==> src/rtl/dccl_pkg.sv <==
package dccl_pkg;

	// ****************************************************************
	// bank addresses
	// ****************************************************************
	localparam logic [2:0] ADDR_A_STATIC0 = 3'h0;
	localparam logic [2:0] ADDR_A_STATIC1 = 3'h1;
	localparam logic [2:0] ADDR_A_DYNAMIC = 3'h2;
	localparam logic [2:0] ADDR_TEST0     = 3'h3;
	localparam logic [2:0] ADDR_TEST1     = 3'h4;
	localparam logic [2:0] ADDR_B_STATIC0 = 3'h5;
	localparam logic [2:0] ADDR_B_STATIC1 = 3'h6;
	localparam logic [2:0] ADDR_B_DYNAMIC = 3'h7;

	// ****************************************************************
	// reset values of the banks
	// ****************************************************************
	localparam logic [3:0] RST_STATIC0    = 4'hF;
	localparam logic [3:0] RST_STATIC1    = 4'h6;
	localparam logic [3:0] RST_DYNAMIC    = 4'h9;
	localparam logic [3:0] RST_TEST       = 4'h0;

	// ****************************************************************
	// field positions
	// ****************************************************************
	localparam int BIT_PLL_MULT           = 0;
	localparam int BIT_CLK_SEL            = 1;
	localparam int BIT_RECENTRE           = 0;
	localparam int BIT_PRIMARY_EN         = 1;
	localparam int BIT_SECONDARY_EN       = 2;
	localparam int BIT_PATGEN_DIS         = 3;

	// phase error threshold: drift counted in tx input clock edges
	localparam logic [3:0] DRIFT_LIMIT    = 4'h8;

endpackage

==> src/rtl/dccl_recentre_sync.sv <==
`timescale 1ns/1ps
`default_nettype none

// ****************************************************************
// recentre request synchronised into the i_clk domain for one channel
// ****************************************************************
module dccl_recentre_sync
(
	input  wire logic i_clk,
	input  wire logic i_rstn,
	input  wire logic i_req,
	output logic      o_pulse
);

	logic meta;
	logic sync;
	logic seen;

	// two flops, then an edge detect on the stable copy
	always_ff @(posedge i_clk or negedge i_rstn)
	begin
		if (!i_rstn)
		begin
			meta   <= 1'b0;
			sync   <= 1'b0;
			seen   <= 1'b0;
			o_pulse <= 1'b0;
		end
		else
		begin
			meta    <= i_req;
			sync    <= meta;
			seen    <= sync;
			o_pulse <= sync & ~seen;
		end
	end

endmodule // dccl_recentre_sync

`default_nettype wire

==> src/rtl/dccl_config_latches.sv <==
`timescale 1ns/1ps
`default_nettype none

module dccl_config_latches
(
	input  wire logic       i_clk,
	input  wire logic       i_rstn,
	input  wire logic       i_cfg_write_strobe_n,
	input  wire logic [2:0] i_addr,
	input  wire logic [3:0] i_data,
	input  wire logic       i_tx_input_clock_a,
	input  wire logic       i_tx_input_clock_b,
	input  wire logic       i_reference_clock_a,
	input  wire logic       i_reference_clock_b,
	output logic            o_input_clock_select_a,
	output logic            o_input_clock_select_b,
	output logic            o_pll_multiplier_select_a,
	output logic            o_pll_multiplier_select_b,
	output logic            o_dual_edge_capture_a,
	output logic            o_dual_edge_capture_b,
	output logic            o_phase_buffer_bypass_a,
	output logic            o_phase_buffer_bypass_b,
	output logic            o_pattern_gen_disable_a,
	output logic            o_pattern_gen_disable_b,
	output logic            o_primary_driver_enable_a,
	output logic            o_primary_driver_enable_b,
	output logic            o_secondary_driver_enable_a,
	output logic            o_secondary_driver_enable_b,
	output logic            o_channel_power_down_a,
	output logic            o_channel_power_down_b,
	output logic            o_phase_buffer_recentre_a,
	output logic            o_phase_buffer_recentre_b,
	output logic            o_phase_buffer_error_a,
	output logic            o_phase_buffer_error_b
);

	// ****************************************************************
	// pin synchronisers
	// ****************************************************************
	logic       strobe_n_meta;
	logic       strobe_n_sync;
	logic [2:0] addr_meta;
	logic [2:0] addr_sync;
	logic [3:0] data_meta;
	logic [3:0] data_sync;
	logic [1:0] txclk_meta;
	logic [1:0] txclk_sync;
	logic [1:0] txclk_prev;
	logic [1:0] refclk_meta;
	logic [1:0] refclk_sync;
	logic [1:0] refclk_prev;

	// every pin passes two flops; address and data assumed stable under the strobe
	always_ff @(posedge i_clk or negedge i_rstn)
	begin
		if (!i_rstn)
		begin
			strobe_n_meta <= 1'b1;
			strobe_n_sync <= 1'b1;
			addr_meta     <= 3'h0;
			addr_sync     <= 3'h0;
			data_meta     <= 4'h0;
			data_sync     <= 4'h0;
			txclk_meta    <= 2'h0;
			txclk_sync    <= 2'h0;
			txclk_prev    <= 2'h0;
			refclk_meta   <= 2'h0;
			refclk_sync   <= 2'h0;
			refclk_prev   <= 2'h0;
		end
		else
		begin
			strobe_n_meta <= i_cfg_write_strobe_n;
			strobe_n_sync <= strobe_n_meta;
			addr_meta     <= i_addr;
			addr_sync     <= addr_meta;
			data_meta     <= i_data;
			data_sync     <= data_meta;
			txclk_meta    <= {i_tx_input_clock_b, i_tx_input_clock_a};
			txclk_sync    <= txclk_meta;
			txclk_prev    <= txclk_sync;
			refclk_meta   <= {i_reference_clock_b, i_reference_clock_a};
			refclk_sync   <= refclk_meta;
			refclk_prev   <= refclk_sync;
		end
	end

	// ****************************************************************
	// bank storage
	// ****************************************************************
	logic [3:0] bank [0:7];
	logic       write_en;
	logic [1:0] recentre_done;

	// level-sensitive store: the bank follows data while the strobe is low
	assign write_en = ~strobe_n_sync;

	function automatic logic [3:0] dccl_reset_value(input logic [2:0] a);
		case (a)
			dccl_pkg::ADDR_A_STATIC0, dccl_pkg::ADDR_B_STATIC0:
				dccl_reset_value = dccl_pkg::RST_STATIC0;
			dccl_pkg::ADDR_A_STATIC1, dccl_pkg::ADDR_B_STATIC1:
				dccl_reset_value = dccl_pkg::RST_STATIC1;
			dccl_pkg::ADDR_A_DYNAMIC, dccl_pkg::ADDR_B_DYNAMIC:
				dccl_reset_value = dccl_pkg::RST_DYNAMIC;
			default:
				dccl_reset_value = dccl_pkg::RST_TEST;
		endcase
	endfunction

	function automatic logic dccl_is_dynamic(input logic [2:0] a);
		dccl_is_dynamic = (a == dccl_pkg::ADDR_A_DYNAMIC) || (a == dccl_pkg::ADDR_B_DYNAMIC);
	endfunction

	// one bank per address; test banks 3 and 4 exist but drive nothing here
	genvar g;
	generate
		for (g = 0; g < 8; g++)
		begin : g_bank
			localparam logic [2:0] ADDR = 3'(g);
			localparam logic       CH   = (ADDR > dccl_pkg::ADDR_TEST0);
			logic hit;
			assign hit = write_en && (addr_sync == ADDR);
			always_ff @(posedge i_clk or negedge i_rstn)
			begin
				if (!i_rstn)
					bank[g] <= dccl_reset_value(ADDR);
				else if (hit)
					bank[g] <= data_sync;
				else if (dccl_is_dynamic(ADDR) && recentre_done[CH])
					bank[g][dccl_pkg::BIT_RECENTRE] <= 1'b1;
			end
		end
	endgenerate

	// ****************************************************************
	// per-channel decoding
	// ****************************************************************
	logic [3:0] stat1   [0:1];
	logic [3:0] dyn     [0:1];
	logic [1:0] clk_sel;
	logic [1:0] mult;
	logic [1:0] dual_edge;
	logic [1:0] pri_en;
	logic [1:0] sec_en;
	logic [1:0] pwr_dn;
	logic [1:0] recentre_req;

	assign stat1[0] = bank[dccl_pkg::ADDR_A_STATIC1];
	assign stat1[1] = bank[dccl_pkg::ADDR_B_STATIC1];
	assign dyn[0]   = bank[dccl_pkg::ADDR_A_DYNAMIC];
	assign dyn[1]   = bank[dccl_pkg::ADDR_B_DYNAMIC];

	generate
		for (g = 0; g < 2; g++)
		begin : g_dec
			assign clk_sel[g]   = stat1[g][dccl_pkg::BIT_CLK_SEL];
			assign mult[g]      = stat1[g][dccl_pkg::BIT_PLL_MULT];
			assign dual_edge[g] = clk_sel[g] & mult[g];
			assign pri_en[g]    = dyn[g][dccl_pkg::BIT_PRIMARY_EN];
			assign sec_en[g]    = dyn[g][dccl_pkg::BIT_SECONDARY_EN];
			assign pwr_dn[g]    = ~pri_en[g] & ~sec_en[g];
			// active-low latch: a zero asks for a recentre
			assign recentre_req[g] = ~dyn[g][dccl_pkg::BIT_RECENTRE];
		end
	endgenerate

	// ****************************************************************
	// recentre crossing and phase watch
	// ****************************************************************
	logic [1:0] txclk_rise;
	logic [1:0] refclk_rise;
	logic [1:0] recentre_pulse;
	logic [3:0] drift   [0:1];
	logic [1:0] phase_err;

	assign txclk_rise  = txclk_sync & ~txclk_prev;
	assign refclk_rise = refclk_sync & ~refclk_prev;

	generate
		for (g = 0; g < 2; g++)
		begin : g_chan
			// the tx clock seen here is sampled, so edges are coarse at best
			dccl_recentre_sync u_sync
			(
				.i_clk   (i_clk),
				.i_rstn  (i_rstn),
				.i_req   (recentre_req[g] & txclk_rise[g]),
				.o_pulse (recentre_pulse[g])
			);

			// drift counter: tx edges minus reference edges, error if too far
			always_ff @(posedge i_clk or negedge i_rstn)
			begin
				if (!i_rstn)
				begin
					drift[g]         <= 4'h0;
					phase_err[g]     <= 1'b0;
					recentre_done[g] <= 1'b0;
				end
				else
				begin
					recentre_done[g] <= recentre_pulse[g];
					if (recentre_pulse[g])
					begin
						drift[g]     <= 4'h0;
						phase_err[g] <= 1'b0;
					end
					else
					begin
						if (txclk_rise[g] && !refclk_rise[g])
							drift[g] <= drift[g] + 4'h1;
						else if (refclk_rise[g] && !txclk_rise[g])
							drift[g] <= drift[g] - 4'h1;
						// bypassed buffer cannot overflow; error holds until a recentre pulse clears it
						if (!clk_sel[g] && !pwr_dn[g] &&
							(drift[g] == dccl_pkg::DRIFT_LIMIT ||
							 drift[g] == 4'h0 - dccl_pkg::DRIFT_LIMIT))
							phase_err[g] <= 1'b1;
					end
				end
			end
		end
	endgenerate

	// ****************************************************************
	// registered outputs
	// ****************************************************************
	// reset forces drivers off before any bank is consulted
	always_ff @(posedge i_clk or negedge i_rstn)
	begin
		if (!i_rstn)
		begin
			o_input_clock_select_a      <= 1'b1;
			o_input_clock_select_b      <= 1'b1;
			o_pll_multiplier_select_a   <= 1'b0;
			o_pll_multiplier_select_b   <= 1'b0;
			o_dual_edge_capture_a       <= 1'b0;
			o_dual_edge_capture_b       <= 1'b0;
			o_phase_buffer_bypass_a     <= 1'b1;
			o_phase_buffer_bypass_b     <= 1'b1;
			o_pattern_gen_disable_a     <= 1'b1;
			o_pattern_gen_disable_b     <= 1'b1;
			o_primary_driver_enable_a   <= 1'b0;
			o_primary_driver_enable_b   <= 1'b0;
			o_secondary_driver_enable_a <= 1'b0;
			o_secondary_driver_enable_b <= 1'b0;
			o_channel_power_down_a      <= 1'b1;
			o_channel_power_down_b      <= 1'b1;
			o_phase_buffer_recentre_a   <= 1'b0;
			o_phase_buffer_recentre_b   <= 1'b0;
			o_phase_buffer_error_a      <= 1'b0;
			o_phase_buffer_error_b      <= 1'b0;
		end
		else
		begin
			o_input_clock_select_a      <= clk_sel[0];
			o_input_clock_select_b      <= clk_sel[1];
			o_pll_multiplier_select_a   <= mult[0];
			o_pll_multiplier_select_b   <= mult[1];
			o_dual_edge_capture_a       <= dual_edge[0];
			o_dual_edge_capture_b       <= dual_edge[1];
			o_phase_buffer_bypass_a     <= clk_sel[0];
			o_phase_buffer_bypass_b     <= clk_sel[1];
			o_pattern_gen_disable_a     <= dyn[0][dccl_pkg::BIT_PATGEN_DIS];
			o_pattern_gen_disable_b     <= dyn[1][dccl_pkg::BIT_PATGEN_DIS];
			o_primary_driver_enable_a   <= pri_en[0];
			o_primary_driver_enable_b   <= pri_en[1];
			o_secondary_driver_enable_a <= sec_en[0];
			o_secondary_driver_enable_b <= sec_en[1];
			o_channel_power_down_a      <= pwr_dn[0];
			o_channel_power_down_b      <= pwr_dn[1];
			o_phase_buffer_recentre_a   <= recentre_pulse[0];
			o_phase_buffer_recentre_b   <= recentre_pulse[1];
			o_phase_buffer_error_a      <= phase_err[0];
			o_phase_buffer_error_b      <= phase_err[1];
		end
	end

endmodule // dccl_config_latches

`default_nettype wire

==> config.mk <==
export PLATFORM = sky130hd
export DESIGN_NAME = dccl_config_latches
export DESIGN_NICKNAME = d
export VERILOG_FILES = /design/src/rtl/dccl_pkg.sv /design/src/rtl/dccl_recentre_sync.sv /design/src/rtl/dccl_config_latches.sv
export SDC_FILE = /design/constraint.sdc
export NUM_CORES = 1
export LEC_CHECK = 0
export BUFFER_PORTS_ARGS = -buffer_cell sky130_fd_sc_hd__buf_2
export CAP_MARGIN = 10
export CELL_PAD_IN_SITES_DETAIL_PLACEMENT = 0
export CELL_PAD_IN_SITES_GLOBAL_PLACEMENT = 2
export CORE_UTILIZATION = 43
export DETAILED_ROUTE_END_ITERATION = 10
export PLACE_DENSITY_LB_ADDON = 0.1
export SLEW_MARGIN = 20
export SYNTH_ARGS = -nofsm -noshare
export SYNTH_HDL_FRONTEND = slang
export SYNTH_SLANG_ARGS = --single-unit
==> constraint.sdc <==
create_clock -name i_clk -period 3.69 [get_ports i_clk]
set_input_delay 0.738 -clock i_clk [delete_from_list [all_inputs] [get_ports i_clk]]
set_output_delay 0.738 -clock i_clk [all_outputs]
set_load 0.05 [all_outputs]
; ---- Yosys cells after proc, flatten, opt, wreduce, memory -nomap -nowiden
; Cells that the tools add are included.
[totals]
ff_bits = 76
out_inout_bits = 20
[classes]
add_sub_neg = 4
eq_ne = 6
muxes = 14
n_bitwise = 21
reduce_logical = 26
[op_table]
columns = op, n
row1 = $mux W4, 6
row2 = $logic_and A1 B1 Y1, 12
row3 = $not A1 Y1, 9
row4 = $add A4 B1 Y4 const B, 2
row5 = $and A1 B1 Y1, 8
row6 = $eq A4 B4 Y1 const B, 2
row7 = $logic_not A1 Y1, 8
row8 = $mux W1, 8
row9 = $reduce_bool A2 Y1, 4
row10 = $sub A4 B1 Y4 const B, 2
row11 = $eq A3 B3 Y1 const B, 2
row12 = $reduce_bool A3 Y1, 2
row13 = $and A2 B2 Y2, 2
row14 = $not A2 Y2, 2
row15 = $eq A3 B1 Y1 const B, 1
row16 = $eq A3 B2 Y1 const B, 1

; ---- Depth between registers and ports, before layout
[depth]
word_depth = 7
ltp_mapped = 8
ltp_nobuf = 8

; ---- Cells and area by module
; From an unflattened synthesis, not the netlist that was laid out.
[hier_totals]
cells_unflattened = 176
area_unflattened_um2 = 2675.1
[modules_own_cells]
columns = mod, n_inst, cells_per_inst, area_per_inst_um2, seq_area_each_um2
row1 = dccl_config_latches, 1, 166, 2447.3, 1719.1
row2 = dccl_recentre_sync, 2, 5, 113.9, 100.1

; ---- Worst setup path before layout
; Ideal clock, no wire load.
[synth_path]
path_kind = register to register
startpoint = reg txclk_prev[1]
endpoint = reg drift[3] in the netlist's numbering
setup_time_ns = 0.128
t_arrival_ns = 1.785
t_required_ns = 3.562
path_slack_ns = 1.778
stages_incl_launch_ff = 9
n_path_buf = 0
synth_period_minus_slack_ns = 1.912
cell_sequence = dfrtp_1 -> nor2b_1 -> ha_1 -> inv_1 -> ha_1 -> a21oi_1 -> a211oi_1 -> a31oi_1 -> mux2_1
[synth_between]
elab_chain_len = 5
[synth_rtl]
columns = element, line_no
row1 = start: declaration, dccl_config_latches.sv:48  ; logic [1:0] txclk_prev;
row2 = start signal: assignment, dccl_config_latches.sv:81  ; txclk_prev <= txclk_sync;
row3 = $not A2 Y2 *, dccl_config_latches.sv:177  ; assign txclk_rise = txclk_sync & ~txclk_prev;
row4 = $and A2 B2 Y2 *, dccl_config_latches.sv:177
row5 = $logic_and A1 B1 Y1 / $logic_not A1 Y1 (equally long branches), "dccl_config_latches.sv:211, dccl_config_latches.sv:213"
row6 = $mux W4 / $logic_and A1 B1 Y1 (equally long branches), "dccl_config_latches.sv:211, dccl_config_latches.sv:213"
row7 = $mux W4 / $reduce_bool A3 Y1 (equally long branches), --
row8 = end signal: indexed assignment, dccl_config_latches.sv:212  ; drift[g] <= drift[g] + 4'h1;
row9 = end signal: indexed assignment, dccl_config_latches.sv:214  ; drift[g] <= drift[g] - 4'h1;
row10 = end: declaration, dccl_config_latches.sv:174  ; logic [3:0] drift [0:1];
; Mark *: on every way between the ends. The rest lies on a longest branch, timed or not.
; A chain may end at the register's enable or synchronous reset.

; ---- Worst setup path after layout
[layout_path]
startpoint = reg txclk_sync[0]
endpoint = reg drift[7] in the netlist's numbering
[layout_between]
elab_chain_len = 4
[layout_rtl]
columns = element, line_no
row1 = start: declaration, dccl_config_latches.sv:47  ; logic [1:0] txclk_sync;
row2 = start signal: assignment, dccl_config_latches.sv:80  ; txclk_sync <= txclk_meta;
row3 = $and A2 B2 Y2 *, dccl_config_latches.sv:177
row4 = $logic_and A1 B1 Y1 / $logic_not A1 Y1 (equally long branches), "dccl_config_latches.sv:211, dccl_config_latches.sv:213"
row5 = $mux W4 / $logic_and A1 B1 Y1 (equally long branches), "dccl_config_latches.sv:211, dccl_config_latches.sv:213"
row6 = $mux W4 / $reduce_bool A3 Y1 (equally long branches), --
; Marked as above.

==> impl_metrics.csv <==
group,metric,value,unit
outcome,status,"completed",
die,die_height,79.5,um
hold_path,hp-class,"in -> async",
power_and_ir_drop,ir_drop,0.000393,V
synthesis,ys_types,26,
setup_path,critPathKind,"reg -> reg",
synthesis,yosysSeqAreaShare,0.744,
layout,fin_util,0.537,
setup_path,cp_top_family,"adder cells",
setup_path,rr_worst_depth,8,
synthesis,ys_warn_count,0,
sta,skew,5.63,ps
global_route,antenna_found_initial,0,
synthesis,synth_nets,190,
synthesis,avgSynthCellArea,15.4,um2
synthesis,synth_seq_cells,76,
power_and_ir_drop,p_leak,1.41,nW
clocking,clock_sinks,76,
die,dieArea,6310,um2
setup_path,path_max_fanout,3,
setup_path,r2r-start,"txclk_sync[0]",
placed_design,gp_congestion,0.721,
global_route,grt-ovfl-total,0,
setup_path,path_buf_inv,1,
global_route,grt_pass1_wl,6410,um
drt,finalWirelength,3600,um
placed_design,port_buffers,33,
layout,diodes,0,
clocking,cts_tree,"yes",
global_route,grt_max_degree,56,
setup_path,required,3910,ps
die,coreArea,5640,um2
setup_path,arrival,2330,ps
sta,fin_crit_sh,0.571,
setup_path,critPathLaunch,"txclk_sync[0]",
sta,fin_crit,2110,ps
drt,wl_per_cell,12.6,um
synthesis,syn_area,2580,um2
layout,areaGrowthSynthToFinish,17.4,%
synthesis,synth_top_cell_area_share,0.601,
layout,layout-drive-gt1-share,0.360,
sta,rsz0062_at_grt,"false",
sta,worstMarginPinSlew,627,ps
setup_path,crit-reg2reg-capture,"drift[7]",
drt,ant_nets,0,
clocking,clockRootBuffer,"clkbuf_8",
drt,firstDrtPassIters,4,
drt,vias_per_cell,4.66,
drt,drc,0,
drt,num_vias,1334,
drt,drt_iter0_drc,46,
placed_design,post_dp_cell_area,2820,um2
setup_path,crit_chain,"nor2b_1 -> ha_1 -> inv_1 -> ha_1 -> a21oi_1 -> a211oi_1 -> a31oi_1 -> mux2_1",
clocking,htreeDepth,3,
layout,layout.nets,231,
die,num_rows,27,
job,cap_violations,0,
setup_path,end_kind,"register",
setup_path,cp-endpoint,"drift[7]",
setup_path,critical_path_depth,8,
die,ios,34,
sta,finalMaxSlewViolations,0,
die,die_x,79.5,um
clocking,post_cts_buffers,0,
clocking,ctsHoldBuffers,0,
clocking,clockBufferDepth,2,
global_route,track_usage,0.141,
sta,clock.fmax,0.475,GHz
clocking,clk_pin_slew,80,ps
sta,slew_headroom,0.582,
setup_path,cp_slowest_stage_delay,340,ps
setup_path,ff2ff_setup_slack,1580,ps
die,initial_utilization,0.457,
layout,design_area,3030,um2
setup_path,cpMaxStageDelayCell,"dfrtp_1",
setup_path,worst_path_most_repeated_cell,"ha_1",
global_route,grt_pass1_vias,1345,
placed_design,place_hpwl,2520,um
power_and_ir_drop,pwr_density_cell,742,nW/um2
sta,final-setup-viol-count,0,
synthesis,synth_area_leaders,"dfrtp_1 60%, dfstp_2 14%, mux2_2 4.4%, nor2_1 3.1%, ha_1 2.9%",
clocking,numCtsBuffers,9,
synthesis,synth_top_cell_by_area,"dfrtp_1",
synthesis,syn-instance-count,168,
setup_path,start_kind,"register",
sta,fin_setup_tns,0,ps
clocking,insertion_delay,340,ps
sta,hold_viol,0,
clocking,ctsResizeCount,0,
## registers in the layout, indices dropped and copies added (netlist names), 3 cells and up
name	count
addr_meta	3
data_sync	4
bank	12
data_meta	4
addr_sync	3
drift	8
## power breakdown
part	switching [mW]	internal [mW]	leakage (nW)	total, mW
combinational	0.344	0.172	0.409	0.516
clock	0.295	0.335	0.0955	0.630
sequential	0.0961	1.00	0.905	1.10
total	0.736	1.51	1.41	2.25
## layout make-up
| class | count | area (um2) |
|---|---|---|
| Multi-Input combinational cell | 82 | 616 |
| Clock buffer | 10 | 138 |
| Clock inverter | 6 | 70.1 |
| Sequential cell | 76 | 1920 |
| Fill cell | 498 | 2610 |
| Tap cell | 72 | 90.1 |
| Timing Repair Buffer | 34 | 173 |
| Inverter | 6 | 22.5 |
## synth_stat cells
cell	instances
xor2_1	4
nor4b_2	1
inv_1	6
nand2b_1	2
nand3_1	2
mux2_2	10
clkbuf_1	2
and2_1	2
buf_4	2
mux2_1	2
fa_1	2
nor4b_4	1
a211oi_1	2
nand2_1	1
and4bb_2	1
dfrtp_1	62
nor2b_1	8
ha_1	6
a31oi_1	2
nor2_1	21
nand4b_1	1
o21ai_0	1
nor3_1	2
a21oi_1	9
dfstp_2	14
nor3b_1	2
## per-layer routing
| layer | GRT usage | vias to the layer above | routed length [um] |
|---|---|---|---|
| li1 | - | 634 | - |
| met1 | 0.189 | 649 | 1760 |
| met2 | 0.195 | 43 | 1520 |
| met3 | 0.0674 | 8 | 255 |
| met4 | 0.0600 | 0 | 62 |
| met5 | 0 | - | 0 |
## logic make-up (layout without fill, tap and decap cells)
kind of cell / count (synthesis) / count (layout) / synth area share
buf+inv: 10 / 56 / 0.0175
simple gates: 44 / 44 / 0.0980
compound gates: 14 / 14 / 0.0301
flops: 76 / 76 / 0.744
xor+xnor: 4 / 4 / 0.0136
fa+ha+maj: 8 / 8 / 0.0446
mux: 12 / 12 / 0.0524
## per-stage QoR
stage	setup WS [ps]	hold WS [ps]	total power, mW	instances
finish	1580	341	2.25	286
detailed placement	1600	335	1.64	270
global placement	1720	331	1.62	270
floorplan	1780	331	1.51	168
global route	1400	361	2.39	286
CTS	1580	339	2.28	286
## worst min-delay path by stage
stage                                        to  depth (start not counted)      startpoint
after floorplan                    addr_sync[0]                          0    addr_meta[0]
after global placement           refclk_sync[1]                          0  refclk_meta[1]
after global routing             refclk_sync[1]                          1          i_rstn
final                             txclk_meta[1]                          1          i_rstn
after CTS                 g_chan[1].u_sync.sync                          1          i_rstn
after detailed placement         refclk_sync[1]                          0  refclk_meta[1]
## placed cells by master, fill, tap and decap left out, drive strengths merged, types with 3 or more instances in the layout
master and count:
a21oi 9, buf 34, clkbuf 10, clkinvlp 3
dfrtp 62, dfstp 14, ha 6, inv 8
mux2 12, nor2 21, nor2b 8, xor2 4
Note: power is estimated with default switching activity, not from simulation.
